### config.mk
export PLATFORM = sky130hd
export DESIGN_NAME = sep_guard
export DESIGN_NICKNAME = d
export VERILOG_FILES = /design/src/core/sep_pkg.sv /design/src/core/sep_guard.sv
export VERILOG_INCLUDE_DIRS = /design/src /design/src/core
export SDC_FILE = /design/constraint.sdc
export NUM_CORES = 1
export LEC_CHECK = 0
export BUFFER_PORTS_ARGS = -buffer_cell sky130_fd_sc_hd__buf_2
export CAP_MARGIN = 0
export CORE_MARGIN = 1.5
export CORE_UTILIZATION = 60
export DETAILED_ROUTE_END_ITERATION = 6
export GPL_TIMING_DRIVEN = 0
export HOLD_SLACK_MARGIN = 0.15
export PLACE_DENSITY = 0.78
export SLEW_MARGIN = 30
export SYNTH_ARGS = -nofsm -noshare
export SYNTH_HDL_FRONTEND = slang
export SYNTH_SLANG_ARGS = --single-unit
### constraint.sdc
create_clock -name clk -period 2.2 [get_ports clk]
set_input_delay 0.44 -clock clk [delete_from_list [all_inputs] [get_ports clk]]
set_output_delay 0.44 -clock clk [all_outputs]
set_load 0.05 [all_outputs]
### src/core/sep_guard_consts.svh
// constants of the bulk program guard: opcodes, sizes, counts, timing
`ifndef SEP_GUARD_CONSTS_SVH
`define SEP_GUARD_CONSTS_SVH
`define SEP_OP_EXT      2'h0
`define SEP_OP_WRITE    2'h1
`define SEP_OP_READ     2'h2
`define SEP_OP_ERASE    2'h3
`define SEP_TOP_LOCK    2'h0
`define SEP_TOP_FILL    2'h1
`define SEP_TOP_CLEAR   2'h2
`define SEP_TOP_UNLOCK  2'h3
`define SEP_CNT_W       5
`define SEP_CNT_MAX     5'h1f
`define SEP_AW_X8       5'h09
`define SEP_AW_X16      5'h08
`define SEP_DW_X8       5'h08
`define SEP_DW_X16      5'h10
`define SEP_HDR_BITS    5'h03
`define SEP_BYTES       256
`define SEP_ERASED      8'hff
`define SEP_CLK_MHZ     50
`define SEP_T_PROG_US   10000
`define SEP_PROG_CYC    (`SEP_T_PROG_US * `SEP_CLK_MHZ)
`endif

### src/core/sep_pkg.sv
// types of the bulk program guard
package sep_pkg;
  typedef enum {ST_IDLE, ST_HUNT, ST_SHIFT, ST_BUSY} sep_state_t;
  typedef enum {CMD_READ, CMD_WRITE, CMD_ERASE, CMD_FILL, CMD_CLEAR, CMD_LOCK, CMD_UNLOCK} sep_cmd_t;
endpackage

### src/core/sep_guard.sv
// serial eeprom command slice: bulk erase/fill, ready/busy, pulse-count guard
`timescale 1ns/1ps
`include "sep_guard_consts.svh"
module sep_guard #(
  parameter int PROG_CYCLES = `SEP_PROG_CYC
) (
  input  wire logic clk,
  input  wire logic sys_rst,
  input  wire logic cs_i,
  input  wire logic sck_i,
  input  wire logic din_i,
  input  wire logic org_i,
  output logic      dout_o,
  output logic      dout_oe_o
);
  import sep_pkg::*;

  localparam int TW = $clog2(PROG_CYCLES + 1);

  logic [1:0]           cs_s;
  logic [1:0]           sck_s;
  logic [1:0]           din_s;
  logic [1:0]           org_s;
  logic                 cs_prev_q;
  logic                 sck_prev_q;
  logic                 cs_rise;
  logic                 cs_fall;
  logic                 sck_rise;
  sep_state_t           state_q;
  logic [`SEP_CNT_W-1:0] cnt_q;
  logic [25:0]          sr_q;
  logic [1:0]           op_q;
  logic [1:0]           top_q;
  logic                 unlocked_q;
  logic                 armed_q;
  logic [TW-1:0]        timer_q;
  logic [7:0]           mem [`SEP_BYTES];
  logic                 dout_q;
  logic                 dout_oe_q;
  sep_cmd_t             cmd;
  logic                 prog_cmd;
  logic                 prog_go;
  logic                 start_seen;
  logic [7:0]           wr_addr;
  logic [15:0]          wr_data;

  // command kind from opcode and top address bits
  function automatic sep_cmd_t decode(input logic [1:0] op, input logic [1:0] top);
    sep_cmd_t c;
    c = CMD_READ;
    unique case (op)
      `SEP_OP_WRITE: c = CMD_WRITE;
      `SEP_OP_READ:  c = CMD_READ;
      `SEP_OP_ERASE: c = CMD_ERASE;
      `SEP_OP_EXT: begin
        unique case (top)
          `SEP_TOP_FILL:   c = CMD_FILL;
          `SEP_TOP_CLEAR:  c = CMD_CLEAR;
          `SEP_TOP_UNLOCK: c = CMD_UNLOCK;
          `SEP_TOP_LOCK:   c = CMD_LOCK;
        endcase
      end
    endcase
    return c;
  endfunction

  // exact pulse total a programming command must show
  function automatic logic [`SEP_CNT_W-1:0] req_count(input sep_cmd_t c, input logic x16);
    logic [`SEP_CNT_W-1:0] n;
    n = `SEP_HDR_BITS + (x16 ? `SEP_AW_X16 : `SEP_AW_X8);
    if (c == CMD_WRITE || c == CMD_FILL) begin
      n = n + (x16 ? `SEP_DW_X16 : `SEP_DW_X8);
    end
    return n;
  endfunction

  // two-stage synchronisers on every pin
  always_ff @(posedge clk) begin
    if (sys_rst) begin
      cs_s  <= 2'h0;
      sck_s <= 2'h0;
      din_s <= 2'h0;
      org_s <= 2'h0;
    end else begin
      cs_s  <= {cs_s[0], cs_i};
      sck_s <= {sck_s[0], sck_i};
      din_s <= {din_s[0], din_i};
      org_s <= {org_s[0], org_i};
    end
  end

  // edge history of the synchronised chip enable and shift clock
  always_ff @(posedge clk) begin
    if (sys_rst) begin
      cs_prev_q  <= 1'b0;
      sck_prev_q <= 1'b0;
    end else begin
      cs_prev_q  <= cs_s[1];
      sck_prev_q <= sck_s[1];
    end
  end

  assign cs_rise  = cs_s[1] & ~cs_prev_q;
  assign cs_fall  = ~cs_s[1] & cs_prev_q;
  assign sck_rise = sck_s[1] & ~sck_prev_q;

  // decode at chip enable fall; guard against wrong pulse totals
  always_comb begin
    cmd      = decode(op_q, top_q);
    prog_cmd = (cmd == CMD_WRITE) || (cmd == CMD_ERASE) || (cmd == CMD_FILL) || (cmd == CMD_CLEAR);
    prog_go  = (state_q == ST_SHIFT) && cs_fall && prog_cmd && unlocked_q
               && (cnt_q == req_count(cmd, org_s[1]));
    start_seen = (state_q == ST_HUNT) && sck_rise && din_s[1];
  end

  // address and data fields, valid when the total is exact
  always_comb begin
    if (org_s[1]) begin
      wr_data = sr_q[15:0];
      wr_addr = (cmd == CMD_ERASE) ? {1'b0, sr_q[6:0]} : {1'b0, sr_q[22:16]};
    end else begin
      wr_data = {8'h00, sr_q[7:0]};
      wr_addr = (cmd == CMD_ERASE) ? sr_q[7:0] : sr_q[15:8];
    end
  end

  // command sequencer; busy ignores every input edge
  always_ff @(posedge clk) begin
    if (sys_rst) begin
      state_q <= ST_IDLE;
    end else begin
      unique case (state_q)
        ST_IDLE: begin
          if (cs_rise) begin
            state_q <= ST_HUNT;
          end
        end
        ST_HUNT: begin
          if (!cs_s[1]) begin
            state_q <= ST_IDLE;
          end else if (start_seen) begin
            state_q <= ST_SHIFT;
          end
        end
        ST_SHIFT: begin
          if (prog_go) begin
            state_q <= ST_BUSY;
          end else if (!cs_s[1]) begin
            state_q <= ST_IDLE;
          end
        end
        ST_BUSY: begin
          if (timer_q == '0) begin
            state_q <= cs_s[1] ? ST_HUNT : ST_IDLE;
          end
        end
      endcase
    end
  end

  // self-timed programming duration on the system clock
  always_ff @(posedge clk) begin
    if (sys_rst) begin
      timer_q <= '0;
    end else if (prog_go) begin
      timer_q <= TW'(PROG_CYCLES - 1);
    end else if (state_q == ST_BUSY && timer_q != '0) begin
      timer_q <= timer_q - 1'b1;
    end
  end

  // pulse counter from start bit, cleared at chip enable rise, saturating
  always_ff @(posedge clk) begin
    if (sys_rst) begin
      cnt_q <= '0;
    end else if (state_q == ST_BUSY) begin
      if (timer_q == '0) begin
        cnt_q <= '0;
      end
    end else if (cs_rise) begin
      cnt_q <= '0;
    end else if (start_seen) begin
      cnt_q <= `SEP_CNT_W'(1);
    end else if (state_q == ST_SHIFT && sck_rise && cnt_q != `SEP_CNT_MAX) begin
      cnt_q <= cnt_q + 1'b1;
    end
  end

  // shift register and opcode capture after the start bit
  always_ff @(posedge clk) begin
    if (sys_rst) begin
      sr_q  <= '0;
      op_q  <= 2'h0;
      top_q <= 2'h0;
    end else if (state_q == ST_SHIFT && sck_rise) begin
      sr_q <= {sr_q[24:0], din_s[1]};
      if (cnt_q == `SEP_CNT_W'(1)) begin
        op_q[1] <= din_s[1];
      end
      if (cnt_q == `SEP_CNT_W'(2)) begin
        op_q[0] <= din_s[1];
      end
      if (cnt_q == `SEP_CNT_W'(3)) begin
        top_q[1] <= din_s[1];
      end
      if (cnt_q == `SEP_CNT_W'(4)) begin
        top_q[0] <= din_s[1];
      end
    end
  end

  // unlock/lock, unchecked, once the address field is complete
  always_ff @(posedge clk) begin
    if (sys_rst) begin
      unlocked_q <= 1'b0;
    end else if (state_q == ST_SHIFT && cs_fall
                 && cnt_q >= req_count(CMD_ERASE, org_s[1])) begin
      if (cmd == CMD_UNLOCK) begin
        unlocked_q <= 1'b1;
      end else if (cmd == CMD_LOCK) begin
        unlocked_q <= 1'b0;
      end
    end
  end

  // status shown from programming start until, once busy ends, a start bit or chip enable low
  always_ff @(posedge clk) begin
    if (sys_rst) begin
      armed_q <= 1'b0;
    end else if (prog_go) begin
      armed_q <= 1'b1;
    end else if (state_q != ST_BUSY && (!cs_s[1] || start_seen)) begin
      armed_q <= 1'b0;
    end
  end

  // serial output: low busy, high ready, released otherwise
  always_ff @(posedge clk) begin
    if (sys_rst) begin
      dout_q    <= 1'b0;
      dout_oe_q <= 1'b0;
    end else begin
      dout_oe_q <= cs_s[1] & armed_q;
      dout_q    <= state_q != ST_BUSY;
    end
  end

  assign dout_o    = dout_q;
  assign dout_oe_o = dout_oe_q;

  // array: all ones at power-on, updated when a guarded command commits
  always_ff @(posedge clk) begin
    if (sys_rst) begin
      for (int i = 0; i < `SEP_BYTES; i++) begin
        mem[i] <= `SEP_ERASED;
      end
    end else if (prog_go) begin
      unique case (cmd)
        CMD_CLEAR: begin
          for (int i = 0; i < `SEP_BYTES; i++) begin
            mem[i] <= `SEP_ERASED;
          end
        end
        CMD_FILL: begin
          for (int i = 0; i < `SEP_BYTES; i++) begin
            mem[i] <= (org_s[1] && i[0]) ? wr_data[15:8] : wr_data[7:0];
          end
        end
        CMD_ERASE: begin
          if (org_s[1]) begin
            mem[{wr_addr[6:0], 1'b0}] <= `SEP_ERASED;
            mem[{wr_addr[6:0], 1'b1}] <= `SEP_ERASED;
          end else begin
            mem[wr_addr] <= `SEP_ERASED;
          end
        end
        CMD_WRITE: begin
          if (org_s[1]) begin
            mem[{wr_addr[6:0], 1'b0}] <= wr_data[7:0];
            mem[{wr_addr[6:0], 1'b1}] <= wr_data[15:8];
          end else begin
            mem[wr_addr] <= wr_data[7:0];
          end
        end
        default: begin
        end
      endcase
    end
  end

  // busy drives low with chip enable high
  chk_busy_low: assert property (@(posedge clk) disable iff (sys_rst)
    (state_q == ST_BUSY && cs_s[1]) |=> (dout_oe_q && !dout_q))
    else $error("busy not shown low");

  // ready shown high while armed and idle
  chk_ready_high: assert property (@(posedge clk) disable iff (sys_rst)
    (armed_q && cs_s[1] && state_q != ST_BUSY) |=> (dout_oe_q && dout_q))
    else $error("ready not shown high");

  // busy ignores clock edges
  chk_busy_ignore: assert property (@(posedge clk) disable iff (sys_rst)
    (state_q == ST_BUSY && timer_q != '0) |=> $stable(cnt_q) && $stable(sr_q))
    else $error("input taken while busy");

  // programming only on exact count
  chk_exact_count: assert property (@(posedge clk) disable iff (sys_rst)
    prog_go |-> (cnt_q == (org_s[1] ? req_count(cmd, 1'b1) : req_count(cmd, 1'b0))))
    else $error("programming with wrong pulse total");

  // wrong total returns to idle instead of busy
  chk_abandon: assert property (@(posedge clk) disable iff (sys_rst)
    (state_q == ST_SHIFT && cs_fall && cnt_q != req_count(cmd, org_s[1])) |=> (state_q == ST_IDLE))
    else $error("bad total not abandoned");

  // locked device never programs
  chk_locked: assert property (@(posedge clk) disable iff (sys_rst)
    (state_q == ST_SHIFT && cs_fall && !unlocked_q) |=> (state_q != ST_BUSY))
    else $error("programming while locked");

  // counter saturates at its top
  chk_cnt_sat: assert property (@(posedge clk) disable iff (sys_rst)
    (state_q == ST_SHIFT && cnt_q == `SEP_CNT_MAX && !cs_rise) |=> (cnt_q == `SEP_CNT_MAX || state_q != ST_SHIFT))
    else $error("pulse counter wrapped");

  // start bit enters shift with count one
  chk_start_bit: assert property (@(posedge clk) disable iff (sys_rst)
    start_seen && cs_s[1] |=> (state_q == ST_SHIFT && cnt_q == `SEP_CNT_W'(1)))
    else $error("start bit not decoded");

  // busy timer loads the full duration
  chk_busy_len: assert property (@(posedge clk) disable iff (sys_rst)
    prog_go |=> (state_q == ST_BUSY && timer_q == TW'(PROG_CYCLES - 1)))
    else $error("busy duration wrong");

  // clear-all leaves ones at both ends of the array
  chk_clear_ones: assert property (@(posedge clk) disable iff (sys_rst)
    (prog_go && cmd == CMD_CLEAR) |=> (mem[0] == `SEP_ERASED && mem[`SEP_BYTES-1] == `SEP_ERASED))
    else $error("clear-all left zeros");

  // fill-all copies data to the first location
  chk_fill_data: assert property (@(posedge clk) disable iff (sys_rst)
    (prog_go && cmd == CMD_FILL) |=> (mem[0] == $past(wr_data[7:0])))
    else $error("fill-all data wrong");

endmodule // sep_guard

After elaboration in Yosys (flattened, before gate mapping)

Index checks and enable logic that the tools add are counted.

Flip-flop bits (word level): 74
Latch bits: 0
RAM bits: 0
Memory bits (read-only): 0
Output and inout port bits: 2
Logic and storage cells: 118
Memories kept: 0

Add/sub/neg operators: 4
Multipliers: 0
Div/mod/pow operators: 0
Magnitude comparators: 1
Eq/ne operators: 30
Shift operators: 0
Multiplexer cells: 24
Bitwise logic cells: 7
Reduce and logical (&&, ||, !) cells: 34

Operators by type and width:

| cell                                                                     | count |
|---|---|
| 32-bit one-hot mux with 4 select lines                                   | 3 |
| 32-bit two-way mux                                                       | 6 |
| 32-bit by 2-bit == test with 1-bit output, second input constant         | 4 |
| 32-bit by 3-bit == test with 1-bit output, second input constant         | 4 |
| 32-bit by 4-bit == test with 1-bit output, second input constant         | 3 |
| 19-bit two-way mux                                                       | 2 |
| 5-bit two-way mux                                                        | 7 |
| 32-bit by 1-bit == test with 1-bit output, second input constant         | 1 |
| 32-bit zero test                                                         | 1 |
| 32-bit by 3-bit inequality test with 1-bit output, second input constant | 1 |
| 19-bit zero test                                                         | 1 |
| 19-bit nonzero test                                                      | 1 |
| 19-bit by 1-bit subtractor with 19-bit output, second input constant     | 1 |
| 2-bit AND reduction                                                      | 6 |
| 1-bit logical AND                                                        | 11 |
| 5-bit by 2-bit == test with 1-bit output, second input constant          | 2 |
| 2-bit == test, second input constant                                     | 4 |
| 1-bit two-way mux                                                        | 6 |
| 2-bit inequality test, second input constant                             | 3 |
| 3-bit inequality test, second input constant                             | 2 |
| 2-bit nonzero test                                                       | 3 |
| 2-bit by 4-bit adder with 5-bit output, first input constant             | 1 |
| 5-bit by 1-bit adder with 5-bit output, second input constant            | 1 |
| 5-bit adder                                                              | 1 |
| other kinds (14)                                                         | 25 |

Logic depth before layout (Yosys ltp)

Gate-level depths: netlist (run 1).

Word-level depth: 12
Depth in mapped cells: 8

Worst setup path after synthesis (run 1)

Ideal clock, no wire load.

Path kind: flip-flop to flip-flop
Start point: reg cnt_q[0]
End point: reg cnt_q[0]
Library setup time: 0.070 ns
Data arrival time: 1.779 ns
Data required time: 2.130 ns
Slack: 0.351 ns
Stages on the path, launching flop included: 8
Period minus slack after synthesis: 1.849 ns
Path through: dfxtp_1 ha_1 and3_1 ha_1 nor2_2 nor3_1 or4b_1 a21oi_1

Word-level cells in the longest chain between the ends: 5
Elaborated cells between the ends (all ways): 9

RTL lines:

| element                                | RTL line         | text |
|---|---|---|
| from (decl)                            | sep_guard.sv:30  | `` logic [`SEP_CNT_W-1:0] cnt_q; `` |
| from (signal assigned)                 | sep_guard.sv:183 | `` cnt_q <= `SEP_CNT_W'(1); `` |
| from (signal assigned)                 | sep_guard.sv:185 | `cnt_q <= cnt_q + 1'b1;` |
| 5-bit by 1-bit adder with 5-bit output | sep_guard.sv:185 |  |
| 5-bit two-way mux                      | sep_guard.sv:184 | `` end else if (state_q == ST_SHIFT && sck_rise && cnt_q != `SEP_CNT_MAX) begin `` |
| 5-bit two-way mux                      | sep_guard.sv:182 | `end else if (start_seen) begin` |
| 5-bit two-way mux                      | sep_guard.sv:180 | `end else if (cs_rise) begin` |
| 5-bit two-way mux                      | sep_guard.sv:176 | `end else if (state_q == ST_BUSY) begin` |

Several ways; a longest one is shown, not always the timed one. The select of a mux whose other input is x is not followed.
A chain may end at the register's enable or synchronous reset.

Worst setup path after layout (run 1)

Same ends and word-level chain as after synthesis.

==> results_dict.tcl, run 1 <==
set metrics [dict create \
    synth_edf_count 0 \
    route.detailed.drc 0 \
    hold_class "input pin to flip-flop" \
    area_growth_pct 8.99 \
    synth_ff_type "dfxtp_1" \
    grtUsageTotal 0.237 \
    cp.required_ns 2.43 \
    slew_headroom 0.675 \
    combPwrFrac 0.039 \
    critPathKind "flip-flop to flip-flop" \
    worstSetupEndpointType "flip-flop" \
    cp_common_cell "ha_1" \
    placement_rows 22 \
    netlist_area_um2 2240 \
    wl_per_cell_um 14.1 \
    cts_max_level 2 \
    max-clock-path-buffers 2 \
    drt_pass1_iterations 4 \
    p_total_mw 1.49 \
    path_cells "ha_1, and3_1, ha_1, nor2_2, nor3_1, or4b_1, a21oi_1" \
    hold_buffers 0 \
    critical_path.endpoint "cnt_q[0]" \
    peakVddDrop_mv 0.499 \
    root_buffer "clkbuf_8" \
    dieArea_um2 4110 \
    p_sw_mw 0.323 \
    drive_gt1_frac 0.124 \
    syn_avg_cell_area_um2 9.18 \
    design_area_um2 2440 \
    grt_pass1_wl_um 7710 \
    dp_hpwl_um 3120 \
    finalSetupViolations 0 \
    power_frac_seq 0.546 \
    synth_cells 244 \
    initial_core_util 0.617 \
    crit_path_start_kind "flip-flop" \
    worstPathArrival_ns 2.28 \
    cts_sinks 44 \
    grt_max_degree 15 \
    wl_met3_um 198 \
    r2r_cells 7 \
    syn_nets 259 \
    netlist.top_cell.by_area "dfxtp_1" \
    wl_met2_um 1950 \
    io_buffer_count 6 \
    fin_skew_ns 0.00692 \
    ys_seq_area_frac 0.393 \
    synth_cell_types 49 \
    die_h_um 64.1 \
    async_reset_ff_frac 0 \
    yosys-top-cells-area "dfxtp_1 39%, ha_1 5.0%, xnor2_1 4.7%, a21oi_1 4.0%, nor2_1 3.2%" \
    cts_setup_buffers 0 \
    critical-path-slowest-cell "or4b_1" \
    nNetsFinal 272 \
    p_int_mw 1.17 \
    rrSetupSlack_ns 0.15 \
    fin_crit_sh 0.931 \
    yosysMostFrequentCell "dfxtp_1" \
    met1_length_um 2100 \
    cellPowerDensity_nw_per_um2 610 \
    yosys_warnings 0 \
    drt_iter0_drc 82 \
    hold_violations 0 \
    critPathMaxStageDelay_ns 0.49 \
    r2r-end "cnt_q[0]" \
    clk_latency_ns 0.30 \
    die_w_um 64.1 \
    p_clk_frac 0.415 \
    ant_nets 0 \
    synth_top_area_share 0.393 \
    via_per_inst 5.81 \
    drv_slew 0 \
    fmax_ghz 0.488 \
    synth-seq-cells 44 \
    core-area_um2 3630 \
    highest_layer "met4" \
    vias 1777 \
    grt_pass1_vias 1693 \
    synthTopCellsByCount "44 x dfxtp_1, 19 x nor2_1, 18 x a21oi_1" \
    ios 8 \
    startpoint "cnt_q[0]" \
    antenna_found_initial 0 \
    worst_pin_slew_ns 0.488 \
    tns_ns 0 \
    cts_tree "yes" \
    stdcell_count 306 \
    maxCapViolations 0 \
    totalWireLength_um 4310 \
    dpl_cell_area_um2 2330 \
    p_sw_frac 0.217 \
    place_ws_ns 0.196 \
    place.gp.congestion 0.823 \
    rsz0062_at_grt "no" \
    p_leak_nw 0.909 \
    fin_crit_ns 2.05 \
    r2r-start "cnt_q[0]" \
    cts_buffers 5 \
    cts_resized 0 \
    cp_max_fo 6 \
    worst_slack_ns 0.152 \
    overflow 0 \
    place_inst 298 \
    clk_pin_slew_ns 0.08 \
    antenna_cells 0 \
    outcome "finished clean" \
]
-- power by group through the flow --
stage | clock (mW) | sequential (mW) | combinational [mW]
4_1_cts | 0.633 | 0.814 | 0.0587
5_1_grt | 0.658 | 0.816 | 0.0643
3_3_place_gp | 0 | 0.832 | 0.0569
6_report | 0.618 | 0.814 | 0.0583
3_5_place_dp | 0 | 0.833 | 0.0585
2_1_floorplan | 0 | 0.834 | 0.0408
-- state kept, by name, indices dropped and copies added (netlist names) --
name	cells
dout_oe_o	1
top_q	2
dout_o	1
org_s	2
timer_q	19
sck_s	2
unlocked_q	1
state_q	2
op_q	2
cnt_q	5
sck_prev_q	1
armed_q	1
cs_prev_q	1
din_s	2
cs_s	2
-- cell families after synthesis --
logic type	synth area share
muxes	0.0246
AOI/OAI and AO/OA	0.178
adders and majority gates	0.0503
DFF	0.393
buffers and inverters	0.0514
and+or+nand+nor	0.256
xor gates and xnor gates	0.0469
-- per-layer routing --
layer / vias up / track usage
met3: 7 / 0.0475
met4: 0 / 0.0771
met5: - / 0
met2: 33 / 0.372
li1: 904 / -
met1: 833 / 0.327
-- critical path, delay by kind of cell, from the launching register on --
kind	cells	cell delay (ns)
AND/OR/NAND/NOR	4	1.01
adder cells (fa/ha/maj)	2	0.44
flip-flops	1	0.38
AO/OA/AOI/OAI	1	0.15
-- worst min path at each step --
| stage | startpoint | to | slack (ns) | depth (start not counted) |
|---|---|---|---|---|
| 6_report | sys_rst | sck_s[0] | 0.34 | 2 |
| 5_1_grt | sys_rst | cs_s[0] | 0.33 | 2 |
| 4_1_cts | sys_rst | cs_s[0] | 0.33 | 2 |
| 3_5_place_dp | org_s[0] | org_s[1] | 0.43 | 1 |
| 3_3_place_gp | org_s[0] | org_s[1] | 0.42 | 1 |
| 2_1_floorplan | cs_s[0] | cs_s[1] | 0.41 | 1 |
-- layout by cell type, fill, tap and decap left out, types with 2 or more instances in the layout --
| cell | instances |
|---|---|
| or4_1 | 2 |
| ha_1 | 9 |
| buf_6 | 4 |
| nor4_1 | 4 |
| xnor2_1 | 12 |
| nor2b_1 | 11 |
| nand3_1 | 7 |
| nor3_1 | 5 |
| clkbuf_1 | 3 |
| a211oi_1 | 6 |
| or3_1 | 3 |
| nor4_4 | 3 |
| o21a_1 | 4 |
| and3_1 | 3 |
| or4b_1 | 2 |
| nand2b_1 | 3 |
| nor2_1 | 19 |
| mux2i_1 | 4 |
| a21o_1 | 2 |
| nand4_1 | 2 |
| inv_1 | 8 |
| dfxtp_1 | 44 |
| buf_2 | 7 |
| a21oi_1 | 18 |
| buf_4 | 2 |
| nand4bb_1 | 3 |
| nand2_1 | 17 |
| and2_1 | 3 |
| a31oi_1 | 7 |
| clkbuf_8 | 5 |
| o31ai_1 | 3 |
| o21ai_0 | 12 |
-- cell type report --
type / instances / area [um^2]
Multi-Input combinational cell: 181 / 1240
Buffer: 11 / 85.1
Sequential cell: 44 / 881
Inverter: 8 / 30.0
Tap cell: 48 / 60.1
Clock inverter: 3 / 42.5
Timing Repair Buffer: 6 / 30.0
Clock buffer: 5 / 68.8
Fill cell: 328 / 1190
-- stage by stage --
stage	hold slack, ns	util
2_1_floorplan	0.414	-
6_report	0.335	0.672
3_3_place_gp	0.416	0.642
3_5_place_dp	0.428	0.642
5_1_grt	0.330	0.672
4_1_cts	0.333	0.672
Note: power is estimated with default switching activity, not from simulation.
==> inputs of run 2 (changes only) <==
- CORE_UTILIZATION: 60 -> 45
- PLACE_DENSITY: 0.78 -> unset
==> run 2 against run 1 <==
Against the previous run: setup slack got worse by 0.013 ns; wire length rose by 3.1%; clock-buffer cell count did not move; sequential share of layout area fell by 0.42 points; global-route usage fell by 4.6 points; critical path depth did not move; final cell count rose by 6.2%; clock power rose by 4.5%; sequential power barely moved; worst hold slack got worse by 0.025 ns; critical path type unchanged; largest cell class unchanged; highest routed layer unchanged.
==> results_dict.tcl, run 2 (synthesis results as in run 1) <==
set metrics [dict create \
    multi_input_area_um2 1240 \
    totalWireLength_um 4440 \
    cp.required_ns 2.45 \
    p_sw_frac 0.227 \
    nNetsFinal 272 \
    maxCapViolations 0 \
    antenna_cells 0 \
    r2r-start "cnt_q[0]" \
    overflow 0 \
    r2r-end "cnt_q[0]" \
    worst_pin_slew_ns 0.537 \
    place_ws_ns 0.167 \
    nFillCells 480 \
    crit_path_start_kind "flip-flop" \
    worstPathArrival_ns 2.31 \
    clk_latency_ns 0.32 \
    fin_crit_ns 2.06 \
    cts_setup_buffers 0 \
    cp.buffers_inverters 0 \
    ant_nets 0 \
    p_leak_nw 0.913 \
    worstSetupEndpointType "flip-flop" \
    r2r_cells 7 \
    largest_register_ff_count 19 \
    dieArea_um2 5410 \
    peakVddDrop_mv 0.384 \
    tns_ns 0 \
    layout_commonest_cell "dfxtp_1" \
    cts_resized 0 \
    critPathKind "flip-flop to flip-flop" \
    min_path_cells 2 \
    grt_max_degree 16 \
    area_growth_pct 10.3 \
    worst_slack_ns 0.139 \
    grtUsageTotal 0.191 \
    cts_sinks 44 \
    reg_top3 "timer_q x19, cnt_q x5" \
    final_cell_mix "44 x dfxtp_1, 19 x nor2_1, 18 x a21oi_1, 17 x nand2_1" \
    clk_pin_slew_ns 0.10 \
    whs_endpoint "sck_s[0]" \
    ios 8 \
    critical-path-slowest-cell "or4b_1" \
    seqCellArea_um2 881 \
    cts_buffers 5 \
    initial_core_util 0.471 \
    drv_slew 0 \
    critPathMaxStageDelay_ns 0.48 \
    hold_buffers 0 \
    fmax_ghz 0.485 \
    wl_per_cell_um 13.7 \
    power_frac_seq 0.536 \
    core-area_um2 4750 \
    min_from "sys_rst" \
    cp_max_fo 6 \
    die_w_um 73.6 \
    regMostFlops "timer_q" \
    vias 1763 \
    grt_pass1_vias 1621 \
    die_h_um 73.6 \
    via_per_inst 5.42 \
    route.detailed.drc 0 \
    antenna_found_initial 0 \
    p_clk_frac 0.426 \
    path_cells "ha_1, and3_1, ha_1, nor2_2, nor3_1, or4b_1, a21oi_1" \
    drt_iter0_drc 74 \
    cellPowerDensity_nw_per_um2 614 \
    rrSetupSlack_ns 0.14 \
    p_sw_mw 0.345 \
    placement_rows 25 \
    fin_skew_ns 0.0119 \
    rsz0062_at_grt "no" \
    cts_max_level 2 \
    hold_violations 0 \
    p_int_mw 1.17 \
    hold_class "input pin to flip-flop" \
    max-clock-path-buffers 2 \
    combPwrFrac 0.038 \
    drt_pass1_iterations 4 \
    critPathTopFamily "simple AND/OR/NAND/NOR gates" \
    io_buffer_count 6 \
    root_buffer "clkbuf_8" \
    grt_pass1_wl_um 7850 \
    slew_headroom 0.642 \
    fin_crit_sh 0.937 \
    outcome "finished clean" \
    cp_common_cell "ha_1" \
    finalSetupViolations 0 \
    dp_hpwl_um 3170 \
    place.gp.congestion 0.744 \
    cts_tree "yes" \
    drive_gt1_frac 0.124 \
]
## run 2: worst max-delay path by stage
stage | startpoint | endpoint | slack, ns | cells after the start
after floorplan | cnt_q[0] | cnt_q[0] | 0.35 | 7
after CTS | cnt_q[0] | cnt_q[0] | 0.14 | 7
after global routing | cnt_q[0] | cnt_q[0] | 0.03 | 7
after detailed placement | cnt_q[0] | cnt_q[0] | 0.17 | 7
after global placement | cnt_q[0] | cnt_q[0] | 0.19 | 7
final | cnt_q[0] | cnt_q[0] | 0.14 | 7
## run 2: metrics by stage
step / cells / power, mW / hold slack, ns / instance area (um^2) / utilization
global placement: 317 / 0.890 / 0.418 / 2350 / 0.495
detailed placement: 317 / 0.891 / 0.423 / 2350 / 0.495
floorplan: 244 / 0.875 / 0.414 / 2240 / -
global route: 325 / 1.58 / 0.309 / 2470 / 0.520
finish: 325 / 1.52 / 0.310 / 2470 / 0.520
CTS: 325 / 1.53 / 0.312 / 2470 / 0.520
## run 2: layout make-up
cell class / count / share of cell area
Buffer: 11 / 0.0344
Timing Repair Buffer: 6 / 0.0122
Tap cell: 67 / 0.0339
Clock buffer: 5 / 0.0278
Sequential cell: 44 / 0.356
Inverter: 8 / 0.0122
Multi-Input combinational cell: 181 / 0.504
Clock inverter: 3 / 0.0192
## run 2: power groups by stage
| stage | sequential [mW] | combinational [mW] | clock, mW |
|---|---|---|---|
| final | 0.814 | 0.0581 | 0.646 |
| after floorplan | 0.834 | 0.0408 | 0 |
| after global placement | 0.833 | 0.0576 | 0 |
| after detailed placement | 0.833 | 0.0584 | 0 |
| after CTS | 0.814 | 0.0588 | 0.660 |
| after global routing | 0.816 | 0.0659 | 0.693 |
## run 2: metal layers
layer,global-route usage,wire (um),vias up
met5,0,0,-
met4,0.0720,62,0
met3,0.0549,134,6
met2,0.265,1890,21
met1,0.276,2360,824
li1,-,-,912
==> inputs of run 3 (changes only) <==
- CORE_UTILIZATION: 45 -> 61
- PLACE_DENSITY: unset -> 0.79
- REMOVE_ABC_BUFFERS: unset -> 1
==> run 3 against run 2 <==
Against the previous run: sequential share of layout area grew 1.7 points; setup slack better by 0.030 ns; clock-buffer cell count is 2 higher; wire length decreased by 4.0%; via count decreased by 2.2%; final cell count down 9.8%; critical path depth unchanged; sequential cell count is the same; first-iteration DRC count increased by 50%; non-clock buffer count shrank 10; utilization is 16 points higher; die area is 25% lower; critical path type unchanged; largest power group unchanged; highest routed layer unchanged.
==> results_dict.tcl, run 3 (synthesis results as in run 1) <==
set metrics [dict create \
    via_per_inst 5.89 \
    initial_core_util 0.651 \
    worst_pin_slew_ns 0.663 \
    die_h_um 63.6 \
    seqCellArea_um2 881 \
    cp_max_fo 6 \
    p_total_mw 1.41 \
    maxCapViolations 0 \
    grtUsageTotal 0.229 \
    rsz0062_at_grt "no" \
    fin_crit_sh 0.923 \
    cellPowerDensity_nw_per_um2 598 \
    peakVddDrop_mv 0.429 \
    nFillCells 281 \
    max-clock-path-buffers 2 \
    place_ws_ns 0.0219 \
    antenna_cells 0 \
    dp_hpwl_um 2860 \
    route.detailed.drc 0 \
    core-area_um2 3440 \
    critPathKind "flip-flop to flip-flop" \
    cts_tree "yes" \
    drt_pass1_iterations 4 \
    drive_gt1_frac 0.105 \
    nNetsFinal 262 \
    fmax_ghz 0.492 \
    grt_max_degree 37 \
    crit_path_start_kind "flip-flop" \
    finalSetupViolations 0 \
    placement_rows 21 \
    p_leak_nw 0.863 \
    root_buffer "clkbuf_8" \
    cts_sinks 44 \
    die_w_um 63.6 \
    layout_commonest_cell "dfxtp_1" \
    multi_input_area_um2 1260 \
    tns_ns 0 \
    antenna_found_initial 0 \
    grt_pass1_vias 1660 \
    worstSetupEndpointType "flip-flop" \
    drt_iter0_drc 111 \
    overflow 0 \
    outcome "finished clean" \
    place.gp.congestion 0.794 \
    io_buffer_count 7 \
    cts_max_level 2 \
    reg_top3 "timer_q x19, cnt_q x5" \
    clk_latency_ns 0.29 \
    drv_slew 0 \
    largest_register_ff_count 19 \
    hold_class "input pin to flip-flop" \
    final_cell_mix "44 x dfxtp_1, 19 x nor2_1, 18 x a21oi_1, 17 x nand2_1" \
    wl_per_cell_um 14.6 \
    hold_buffers 0 \
    vias 1725 \
    utilization 0.684 \
    ios 8 \
    slew_headroom 0.558 \
    area_growth_pct 5.14 \
    grt_pass1_wl_um 7360 \
    fin_crit_ns 2.03 \
    worstPathArrival_ns 2.25 \
    hold_violations 0 \
    cts_buffers 5 \
    dieArea_um2 4050 \
    totalWireLength_um 4270 \
    ant_nets 0 \
    worst_slack_ns 0.169 \
    regMostFlops "timer_q" \
    cp.required_ns 2.42 \
    clk_pin_slew_ns 0.08 \
    fin_skew_ns 0.00299 \
    cts_setup_buffers 0 \
]
run 3: per-layer routing:
metal | up-vias | GRT usage | wire length, um
met5 | - | 0 | 0
met4 | 0 | 0.120 | 58
met3 | 7 | 0.0500 | 164
met2 | 34 | 0.357 | 1920
met1 | 803 | 0.297 | 2130
li1 | 881 | - | -
run 3: where the power goes:
group	internal, mW	switching [mW]
logic	0.0200	0.0293
clock network	0.280	0.263
registers	0.806	0.00990
run 3: worst max-delay path: stages (launching register included):
cell and delay, ns:
dfxtp_1 0.37, ha_1 0.26, and3_1 0.19, ha_1 0.18
nor2_2 0.22, nor3_1 0.11, or4b_1 0.48, a21oi_1 0.15
run 3: path summary, 6_finish.rpt:
kind | from | end | slack [ns] | depth (start not counted)
worst max-delay path | cnt_q[0] | cnt_q[0] | 0.17 | 7
worst min-delay path | sck_i | sck_s[0] | 0.35 | 2
worst max register to register | cnt_q[0] | cnt_q[0] | 0.17 | 7
worst min register to register | cs_s[0] | cs_s[1] | 0.44 | 1
run 3: stage by stage:
step                      cell area, um^2  hold WS, ns  instances
after floorplan                      2160        0.414        233
after global placement               2250        0.419        286
after detailed placement             2250        0.427        286
after CTS                            2340        0.349        293
after global routing                 2360        0.362        293
final                                2360        0.355        293
run 3: layout make-up:
cell class | count | area share
inverter | 8 | 0.0127
timing repair buffer | 7 | 0.0149
multi-input combinational | 181 | 0.533
clock buffer | 7 | 0.0409
tap | 46 | 0.0244
sequential | 44 | 0.374
run 3: what timing repair did:
action,in CTS,in global routing
hold endpoints to repair,0,0
setup endpoints to repair,0,8
gates resized for setup,0,2
